### src/chb_pkg.sv
package chb_pkg;

  // Clock rate and the two event timings of the bypass node.
  localparam int CLK_HZ = 10_000_000;
  localparam int CLK_PER_MS_X10 = CLK_HZ / 10_000;
  localparam int OSW_WINDOW_MS_X10 = 375;
  localparam int BST_PERSIST_MS_X10 = 300;
  localparam int OSW_WINDOW_CYC = OSW_WINDOW_MS_X10 * CLK_PER_MS_X10;
  localparam int BST_PERSIST_CYC = BST_PERSIST_MS_X10 * CLK_PER_MS_X10;

  // Register offsets on the serial control port.
  localparam logic [7:0] ADDR_STATUS = 8'h15;
  localparam logic [7:0] ADDR_CONFIG = 8'h16;

  // Status register field positions.
  localparam int ST_RSVD_BIT = 7;
  localparam int ST_ZONE_LSB = 4;
  localparam int ST_OSW_BIT = 0;
  localparam int ST_BST_BIT = 1;
  localparam int ST_BUCK_BIT = 2;
  localparam int ST_SWON_BIT = 3;

  // Configuration register field positions.
  localparam int CF_ENV_LSB = 6;
  localparam int CF_PAT_BIT = 5;
  localparam int CF_MSK_BIT = 4;
  localparam int CF_MODE_LSB = 0;

  // Configuration reset values.
  localparam logic [1:0] RST_ENV = 2'h0;
  localparam logic RST_PAT = 1'b0;
  localparam logic RST_MSK = 1'b0;
  localparam logic [3:0] RST_MODE = 4'h4;

  // Operating modes that matter to the status logic.
  localparam logic [3:0] MODE_BOOST_OFF = 4'h9;
  localparam logic [3:0] MODE_BOOST_ON = 4'hA;
  localparam logic [3:0] MODE_E = 4'hE;
  localparam logic [3:0] MODE_F = 4'hF;

  // Thermistor zone codes.
  localparam logic [2:0] ZONE_COLD = 3'h0;
  localparam logic [2:0] ZONE_COOL = 3'h1;
  localparam logic [2:0] ZONE_NORMAL = 3'h2;
  localparam logic [2:0] ZONE_WARM = 3'h3;
  localparam logic [2:0] ZONE_HOT = 3'h4;
  localparam logic [2:0] ZONE_REMOVED = 3'h5;
  localparam logic [2:0] ZONE_DISABLED = 3'h6;

  localparam int SYNC_W = 8;
  localparam logic [7:0] READ_NONE = 8'h00;

endpackage

### src/chb_regs.sv
`timescale 1ns/10ps
`default_nettype none

// Operation
// - Zone codes zero to four report temperature
// - Removal five, disabled six, seven never
// - Bypass field zero means node good
// - Switch limit in 37.5ms sets bit0 in modes A, E, F
// - Bit0 stays latched until status read
// - Boost limit persisting 30ms sets bit1
// - Buck negative limit sets latched bit2
// - Switch-on done bit only in mode 9
// - Bits 7:6 select spread envelope
// - Bit 5 selects random or linear pattern
// - Bit 4 masks battery removal detection
// - Modes 9 and A run reverse boost
module chb_regs
  import chb_pkg::*;
#(
  parameter int unsigned OSW_WINDOW = OSW_WINDOW_CYC,
  parameter int unsigned BST_PERSIST = BST_PERSIST_CYC
) (
  input wire logic clk_i,
  input wire logic sys_rst_i,
  input wire logic [7:0] reg_addr_i,
  input wire logic reg_wr_i,
  input wire logic reg_rd_i,
  input wire logic [7:0] reg_wdata_i,
  input wire logic [2:0] thermistor_zone_i,
  input wire logic battery_removed_i,
  input wire logic thermistor_disabled_i,
  input wire logic output_switch_limit_i,
  input wire logic boost_limit_i,
  input wire logic buck_negative_limit_i,
  input wire logic boost_switch_on_done_i,
  output logic [7:0] reg_rdata_o,
  output logic [1:0] spread_envelope_select_o,
  output logic spread_pattern_select_o,
  output logic battery_removal_mask_o,
  output logic [3:0] operating_mode_o,
  output logic reverse_boost_en_o,
  output logic output_switch_en_o
);

  typedef struct packed {
    logic [SYNC_W-1:0] sync1;
    logic [SYNC_W-1:0] sync2;
    logic [1:0] env;
    logic pat;
    logic msk;
    logic [3:0] mode;
    logic boost_en;
    logic osw_en;
    logic osw_latch;
    logic buck_latch;
    logic [1:0] swon_sync;
    logic [7:0] rdata;
  } chb_state_t;

  chb_state_t st;
  chb_state_t next_st;

  logic [2:0] zone_s;
  logic removed_s;
  logic therm_off_s;
  logic osw_s;
  logic bst_s;
  logic buck_s;
  logic swon_s;
  logic osw_mode;
  logic osw_event;
  logic osw_window;
  logic bst_persist;
  logic status_rd;
  logic config_wr;
  logic [2:0] zone_code;
  logic [3:0] byp_code;
  logic [7:0] status_val;
  logic [7:0] config_val;

  // Thermistor zone encoding; out-of-range comparator codes report hot,
  // the safe side, so the reserved code never reaches software.
  function automatic logic [2:0] zone_map(input logic [2:0] raw, input logic removed,
                                          input logic masked, input logic off);
    logic [2:0] code;
    code = ZONE_HOT;
    if (off) begin
      code = ZONE_DISABLED;
    end else if (removed && !masked) begin
      code = ZONE_REMOVED;
    end else begin
      unique case (raw)
        ZONE_COLD: code = ZONE_COLD;
        ZONE_COOL: code = ZONE_COOL;
        ZONE_NORMAL: code = ZONE_NORMAL;
        ZONE_WARM: code = ZONE_WARM;
        default: code = ZONE_HOT;
      endcase
    end
    return code;
  endfunction

  // Synchronised copies of the analog event inputs, second stage only.
  assign zone_s = st.sync2[2:0];
  assign removed_s = st.sync2[3];
  assign therm_off_s = st.sync2[4];
  assign osw_s = st.sync2[5];
  assign bst_s = st.sync2[6];
  assign buck_s = st.sync2[7];

  // The switch-on-done flag rides its own two-stage chain in the state struct;
  // only the second stage is read, so a metastable first stage never leaks.
  assign swon_s = st.swon_sync[1];

  // Switch current limit only counts while the output switch is in use.
  assign osw_mode = (st.mode == MODE_BOOST_ON) || (st.mode == MODE_E) ||
                    (st.mode == MODE_F);
  assign osw_event = osw_s && osw_mode;

  // A limit hit keeps the bit visible for the whole window after it.
  chb_span_timer #(
    .CYCLES(OSW_WINDOW),
    .STRETCH(1'b1)
  ) u_osw_window (
    .clk_i(clk_i),
    .sys_rst_i(sys_rst_i),
    .event_i(osw_event),
    .active_o(osw_window)
  );

  // Boost current limit must persist before it is reported.
  chb_span_timer #(
    .CYCLES(BST_PERSIST),
    .STRETCH(1'b0)
  ) u_bst_persist (
    .clk_i(clk_i),
    .sys_rst_i(sys_rst_i),
    .event_i(bst_s),
    .active_o(bst_persist)
  );

  // Access decode on the serial port's register strobes.
  assign status_rd = reg_rd_i && (reg_addr_i == ADDR_STATUS);
  assign config_wr = reg_wr_i && (reg_addr_i == ADDR_CONFIG);

  // Live status value; bypass bits 3:0 all clear means the bypass node is good.
  always_comb begin
    zone_code = zone_map(zone_s, removed_s, st.msk, therm_off_s);
    byp_code = 4'h0;
    byp_code[ST_OSW_BIT] = st.osw_latch || osw_window;
    byp_code[ST_BST_BIT] = bst_persist;
    byp_code[ST_BUCK_BIT] = st.buck_latch;
    byp_code[ST_SWON_BIT] = swon_s && (st.mode == MODE_BOOST_OFF);
    status_val = 8'h00;
    status_val[ST_RSVD_BIT] = 1'b0;
    status_val[ST_ZONE_LSB +: 3] = zone_code;
    status_val[3:0] = byp_code;
    config_val = 8'h00;
    config_val[CF_ENV_LSB +: 2] = st.env;
    config_val[CF_PAT_BIT] = st.pat;
    config_val[CF_MSK_BIT] = st.msk;
    config_val[CF_MODE_LSB +: 4] = st.mode;
  end

  // Next state: synchronisers, configuration, latches and read data.
  always_comb begin
    next_st = st;
    next_st.sync1 = {buck_negative_limit_i, boost_limit_i, output_switch_limit_i,
                     thermistor_disabled_i, battery_removed_i, thermistor_zone_i};
    next_st.sync2 = st.sync1;
    // Switch-on-done gets the same two flip-flops as the other pin inputs.
    next_st.swon_sync = {st.swon_sync[0], boost_switch_on_done_i};
    // Only the configuration register accepts writes; status writes fall away.
    if (config_wr) begin
      next_st.env = reg_wdata_i[CF_ENV_LSB +: 2];
      next_st.pat = reg_wdata_i[CF_PAT_BIT];
      next_st.msk = reg_wdata_i[CF_MSK_BIT];
      next_st.mode = reg_wdata_i[CF_MODE_LSB +: 4];
    end
    // Power stage enables follow the registered mode.
    next_st.boost_en = (st.mode == MODE_BOOST_OFF) || (st.mode == MODE_BOOST_ON);
    next_st.osw_en = (st.mode == MODE_BOOST_ON);
    // A set in the cycle of a read wins, so no event slips past software.
    next_st.osw_latch = (st.osw_latch && !status_rd) || osw_event;
    next_st.buck_latch = (st.buck_latch && !status_rd) || buck_s;
    // Read data is captured before the clear so the read shows the event.
    if (status_rd) begin
      next_st.rdata = status_val;
    end else if (reg_rd_i && (reg_addr_i == ADDR_CONFIG)) begin
      next_st.rdata = config_val;
    end else if (reg_rd_i) begin
      next_st.rdata = READ_NONE;
    end
  end

  // State register with the documented configuration defaults.
  always_ff @(posedge clk_i or posedge sys_rst_i) begin
    if (sys_rst_i) begin
      st <= '0;
      st.env <= RST_ENV;
      st.pat <= RST_PAT;
      st.msk <= RST_MSK;
      st.mode <= RST_MODE;
    end else begin
      st <= next_st;
    end
  end

  // Every output is a flip-flop of the state.
  assign reg_rdata_o = st.rdata;
  assign spread_envelope_select_o = st.env;
  assign spread_pattern_select_o = st.pat;
  assign battery_removal_mask_o = st.msk;
  assign operating_mode_o = st.mode;
  assign reverse_boost_en_o = st.boost_en;
  assign output_switch_en_o = st.osw_en;

endmodule

`default_nettype wire

### src/chb_span_timer.sv
`timescale 1ns/10ps
`default_nettype none

// Stretch mode keeps active_o high for CYCLES cycles after the last event.
// Persist mode raises active_o once the event has been high CYCLES cycles.
module chb_span_timer #(
  parameter int unsigned CYCLES = 16,
  parameter bit STRETCH = 1'b1
) (
  input wire logic clk_i,
  input wire logic sys_rst_i,
  input wire logic event_i,
  output logic active_o
);

  localparam int W = $clog2(CYCLES + 1);
  localparam logic [W-1:0] FULL = W'(CYCLES);
  localparam logic [W-1:0] ZERO = '0;
  localparam logic [W-1:0] ONE = W'(1);

  typedef struct packed {
    logic [W-1:0] cnt;
    logic active;
  } chb_tmr_t;

  chb_tmr_t st;
  chb_tmr_t next_st;

  // Counter update; persist saturates so a long event cannot wrap it.
  always_comb begin
    next_st = st;
    if (STRETCH) begin
      if (event_i) begin
        next_st.cnt = FULL;
      end else if (st.cnt != ZERO) begin
        next_st.cnt = st.cnt - ONE;
      end
      next_st.active = event_i || (st.cnt > ONE);
    end else begin
      if (!event_i) begin
        next_st.cnt = ZERO;
      end else if (st.cnt != FULL) begin
        next_st.cnt = st.cnt + ONE;
      end
      next_st.active = event_i && (next_st.cnt == FULL);
    end
  end

  // State register.
  always_ff @(posedge clk_i or posedge sys_rst_i) begin
    if (sys_rst_i) begin
      st <= '0;
    end else begin
      st <= next_st;
    end
  end

  assign active_o = st.active;

endmodule

`default_nettype wire

### config.mk
export PLATFORM = sky130hd
export DESIGN_NAME = chb_regs
export DESIGN_NICKNAME = d
export VERILOG_FILES = /design/src/chb_pkg.sv /design/src/chb_regs.sv /design/src/chb_span_timer.sv
export SDC_FILE = /design/constraint.sdc
export NUM_CORES = 1
export LEC_CHECK = 0
export ABC_CLOCK_PERIOD_IN_PS = 2640
export BUFFER_PORTS_ARGS = -buffer_cell sky130_fd_sc_hd__buf_2
export CAP_MARGIN = 0
export CORE_ASPECT_RATIO = 0.7
export CORE_MARGIN = 10
export CORE_UTILIZATION = 55
export CTS_CLUSTER_SIZE = 30
export DETAILED_ROUTE_END_ITERATION = 6
export PLACE_DENSITY = 0.77
export SLEW_MARGIN = 15
export SYNTH_ARGS = -nofsm -noshare
export SYNTH_HDL_FRONTEND = slang
export SYNTH_SLANG_ARGS = --single-unit
export TNS_END_PERCENT = 30
### constraint.sdc
create_clock -name clk_i -period 2.64 [get_ports clk_i]
set_clock_uncertainty 0.15 [all_clocks]
set_input_delay 0.264 -clock clk_i [delete_from_list [all_inputs] [get_ports clk_i]]
set_output_delay 0.264 -clock clk_i [all_outputs]
set_load 0.1 [all_outputs]
# [Yosys cells after proc, flatten, opt, wreduce, memory -nomap -nowiden]
# Index checks and enable logic that the tools add are counted.
[totals] regBits=78 input_bits=29 output_inout_bits=18 word_cells=62
[classes] addsub=2 order_cmp=1 eq_ne=11 muxes=10 reduce_logical=22
[op_table] op="19-bit two-way mux" count=4
[op_table] op="8-bit two-way mux" count=3
[op_table] op="19-bit by 1-bit adder with 19-bit output, second input constant" count=1
[op_table] op="19-bit == test, second input constant" count=1
[op_table] op="19-bit by 1-bit greater-than comparator with 1-bit output, second input constant" count=1
[op_table] op="19-bit inequality test, second input constant" count=1
[op_table] op="19-bit nonzero test" count=1
[op_table] op="19-bit by 1-bit subtractor with 19-bit output, second input constant" count=1
[op_table] op="4-bit == test, second input constant" count=4
[op_table] op="8-bit by 5-bit == test with 1-bit output, second input constant" count=2
[op_table] op="3-bit one-hot mux with 4 select lines" count=1
[op_table] op="1-bit logical AND" count=9
[op_table] op="1-bit logical OR" count=7
[op_table] op="3-bit by 2-bit == test with 1-bit output, second input constant" count=2
[op_table] op="3-bit two-way mux" count=2
[op_table] op="3-bit by 1-bit == test with 1-bit output, second input constant" count=1
[op_table] op="3-bit logical NOT" count=1
[op_table] op="3-bit nonzero test" count=1
[op_table] op="1-bit logical NOT" count=2
[op_table] op="2-bit nonzero test" count=1

# [Depth between registers and ports, before layout]
[depth] depth_word=5 mapped_depth=8 ltp_nobuf=8

# [Hierarchy]
# Synthesis repeated with hierarchy kept, for this count alone.
[hier_totals] hier_cells=381 hier_area_um2=3900.0
[by_module_without_submodules] mod="chb_regs" instances=1 cells_each=117 area_each_um2=1497.7 seq_area_each_um2=952.2
[by_module_without_submodules] mod="chb_span_timer (u_bst_persist)" instances=1 cells_each=141 area_each_um2=1253.7 seq_area_each_um2=500.5
[by_module_without_submodules] mod="chb_span_timer (u_osw_window)" instances=1 cells_each=123 area_each_um2=1148.6 seq_area_each_um2=500.5

# [Least setup slack after synthesis]
# OpenSTA, ideal clock, no wires.
[synth_timing] path_type="register to register" from="register u_osw_window.st[1] (netlist bit)" to="register u_osw_window.st[8] (netlist bit)" setup_time_ns=0.134 arrival_ns=1.801 required_time_ns=2.356 slack_ns=0.555 path_stages_with_launch=9 n_path_buf=0 period_less_slack_ns=2.085 cell_sequence="dfrtp_1 > inv_1 > ha_1 > nand2b_1 > nor4_4 > a2111oi_1 > nor2b_1 > xnor2_1 > nand2_1"
[synth_between] elab_chain_cells=3 elab_cells_between_ends=5 classes_between="1 x add/sub; 2 x mux; 2 x reduce/logical"
[synth_lines] item="from (decl)" line_no="chb_span_timer.sv:26" source="chb_tmr_t st;"
[synth_lines] item="from (signal assigned)" line_no="chb_span_timer.sv:54" source="st <= next_st;"
[synth_lines] item="19-bit by 1-bit subtractor with 19-bit output" line_no="chb_span_timer.sv:36" source="next_st.cnt = st.cnt - ONE;"
[synth_lines] item="19-bit two-way mux" line_no="chb_span_timer.sv:35" source="end else if (st.cnt != ZERO) begin"
[synth_lines] item="19-bit two-way mux" line_no="chb_span_timer.sv:33" source="if (event_i) begin"
# Several ways; a longest one is shown, not always the timed one. The select of a mux whose other input is x is not followed.
# A chain may end at the register's enable or synchronous reset.

==> results.cfg <==
[clock_network]
htreeDepth = 3
cts_tree = yes
clk_latency_ns = 0.35
cts_buffers = 9
clock-sinks = 78
cts_root_buf = clkbuf_8
clk_pin_slew_ns = 0.09
clockBufferDepth = 2
post_cts_resized = 0

[synth]
synthArstFlopShare = 1.00
ys.flop_type = dfrtp_1
ys_types = 54
avgSynthCellArea_um2 = 10.8
synth_cells = 329
yosys_warnings = 0
synth-seq-cells = 78
syn_nets = 362
syn_area_mm2 = 0.00356
synth_edf_count = 0
seq_area_frac_synth = 0.548

[power]
power.density_mw_per_mm2 = 720
peakVddDrop_uv = 618
leakage_nw = 1.91

[die]
die_w_um = 116
io_pins = 47
start_util = 0.570
die_area_mm2 = 0.0101
rows = 24
coreArea_mm2 = 0.00625
die_y_um = 87.3

[place]
placed_cell_area_mm2 = 0.00381
gp_congestion = 0.892
dp_hpwl_um = 5210
portBuffers = 46

[global_route]
antenna_found_initial = 0
grt_pass1_wl_um = 12500
grt.overflow.total = 0
grt_pass1_vias = 2485
track_usage = 0.158
grt_max_degree = 79

[critical_path]
r2r_slack_ns = 0.25
cp_max_fo = 5
crit_slowest_cell = dfrtp_1
worstSetupPathType = register to register
crit_arrival_ns = 2.47
reg2reg_depth = 8
r2r_end = u_bst_persist.active_o
crit_required_ns = 2.72
critPathLaunchType = register
slowest_delay_ns = 0.41
endpoint_kind = register
cp_cell_sequence = inv_1 > ha_1 > and3b_1 > nand4_1 > nor2_2 > a2111o_1 > a21o_1 > nor4b_1
r2r_start = u_bst_persist.st[1]

[sta]
timing.slew.headroom = 0.564
setup_viol_count_final = 0
maxSlewViolCount = 0
fmax_mhz = 418
worstMarginPinSlew_ns = 0.652
period_minus_slack_ns = 2.39
final.period_utilization = 0.907
hold_violations = 0
setup_tns_ns = 0
rsz0062_at_grt = false

[run]
drv_cap = 0

[finish]
area_delta_synth_final_pct = 17.3
design_area_mm2 = 0.00418
final_nets = 422
drive_above_1_share = 0.223
final_cell_mix = 77 x dfrtp_1, 46 x buf_2, 33 x nor2_1
diodes = 0
final_common_cell = dfrtp_1
fillers = 465

[drt]
viasPerCell = 5.48
firstDrtPassIters = 5
wl_um = 7460
ant_nets = 0
wl_per_cell_um = 15.8
drc = 0
vias = 2586
dr.first_iter.drc_count = 232

[status]
status = completed

[hold_path]
min_to = reg_rdata_o[4]
hold_class = input pin to register
hold_depth = 2
min_from = reg_rd_i
## report_power, final
part | switching (mW) | internal, mW | total, mW
registers | 0.174 | 1.35 | 1.53
logic | 0.379 | 0.269 | 0.647
clock network | 0.473 | 0.361 | 0.834
## sequential cells by signal (all words and copies together), names as in the netlist
signal                    flops
osw_s                         1
buck_s                        1
u_bst_persist.st             19
reverse_boost_en_o            1
u_osw_window.st              19
spread_pattern_select_o       1
operating_mode_o              4
reg_rdata_o                   8
bst_s                         1
removed_s                     1
st                            6
battery_removal_mask_o        1
next_st                       9
spread_envelope_select_o      2
byp_code                      1
u_osw_window.active_o         1
u_bst_persist.active_o        1
output_switch_en_o            1
## cell families (layout without fill, tap and decap cells)
family          count (synthesis)  count (layout)  synth area share
fa+ha+maj                       4               4            0.0141
xor+xnor                       27              27            0.0664
compound gates                 43              43            0.0812
flops                          78              78             0.548
buf+inv                        33              98            0.0499
mux                             9               9            0.0281
simple gates                  135             135             0.212
## Yosys cell counts (8+ instances only)
cell | number | area [um2]
dfrtp_1 | 77 | 1930
xnor2_1 | 12 | 105
and2_1 | 8 | 50.1
nand4_1 | 9 | 56.3
a21oi_1 | 11 | 55.1
buf_4 | 14 | 105
o21ai_0 | 9 | 45.0
nand2_1 | 29 | 109
inv_1 | 13 | 48.8
nand3_1 | 12 | 60.1
nor2_1 | 33 | 124
xor2_1 | 15 | 131
mux2_2 | 8 | 90.1
## final cells by class
type	count	area [um2]	share of cell area
Tap cell	78	97.6	0.0234
Clock buffer	9	124	0.0296
Timing Repair Buffer	69	460	0.110
Multi-Input combinational cell	218	1430	0.342
Inverter	13	50.0	0.0120
Clock inverter	7	62.6	0.0150
Sequential cell	78	1950	0.468
## per-stage QoR
step	hold slack (ns)	utilization	cells	setup WS [ns]	power [mW]
floorplan	0.145	-	329	0.233	2.01
global placement	0.182	0.610	438	0.444	2.14
detailed placement	0.185	0.610	438	0.315	2.17
CTS	0.132	0.669	472	0.297	3.03
global route	0.148	0.669	472	0.0639	3.19
finish	0.137	0.669	472	0.246	3.01
## worst max-delay path, delay by kind of cell, from the launching register on
kind	cells	cell delay, ns
buffers and inverters	1	0.12
DFF	1	0.41
AOI/OAI and AO/OA	2	0.56
adders and majority gates	1	0.21
and+or+nand+nor	4	0.81
## routing by layer
| layer | global-route usage | share of wire | up-vias |
|---|---|---|---|
| li1 | - | - | 1257 |
| met1 | 0.221 | 0.46 | 1211 |
| met2 | 0.226 | 0.44 | 111 |
| met3 | 0.0565 | 0.093 | 7 |
| met4 | 0.0442 | 0.0087 | 0 |
| met5 | 0 | 0 | - |
## worst max-delay path by stage
stage,startpoint,end,depth (start not counted)
after floorplan,sys_rst_i,battery_removal_mask_o,1
after global placement,u_osw_window.st[1],u_osw_window.st[8],8
after detailed placement,u_bst_persist.st[1],u_bst_persist.active_o,8
after CTS,u_bst_persist.st[1],u_bst_persist.active_o,8
after global routing,u_bst_persist.st[2],u_bst_persist.active_o,7
final,u_bst_persist.st[1],u_bst_persist.active_o,8
## repair_timing
| item | in CTS | in global routing |
|---|---|---|
| setup buffers | 0 | 0 |
| hold buffers | 18 | 0 |
| endpoints found under the hold margin | 94 | 0 |
Power figures use the tool's default switching activity.
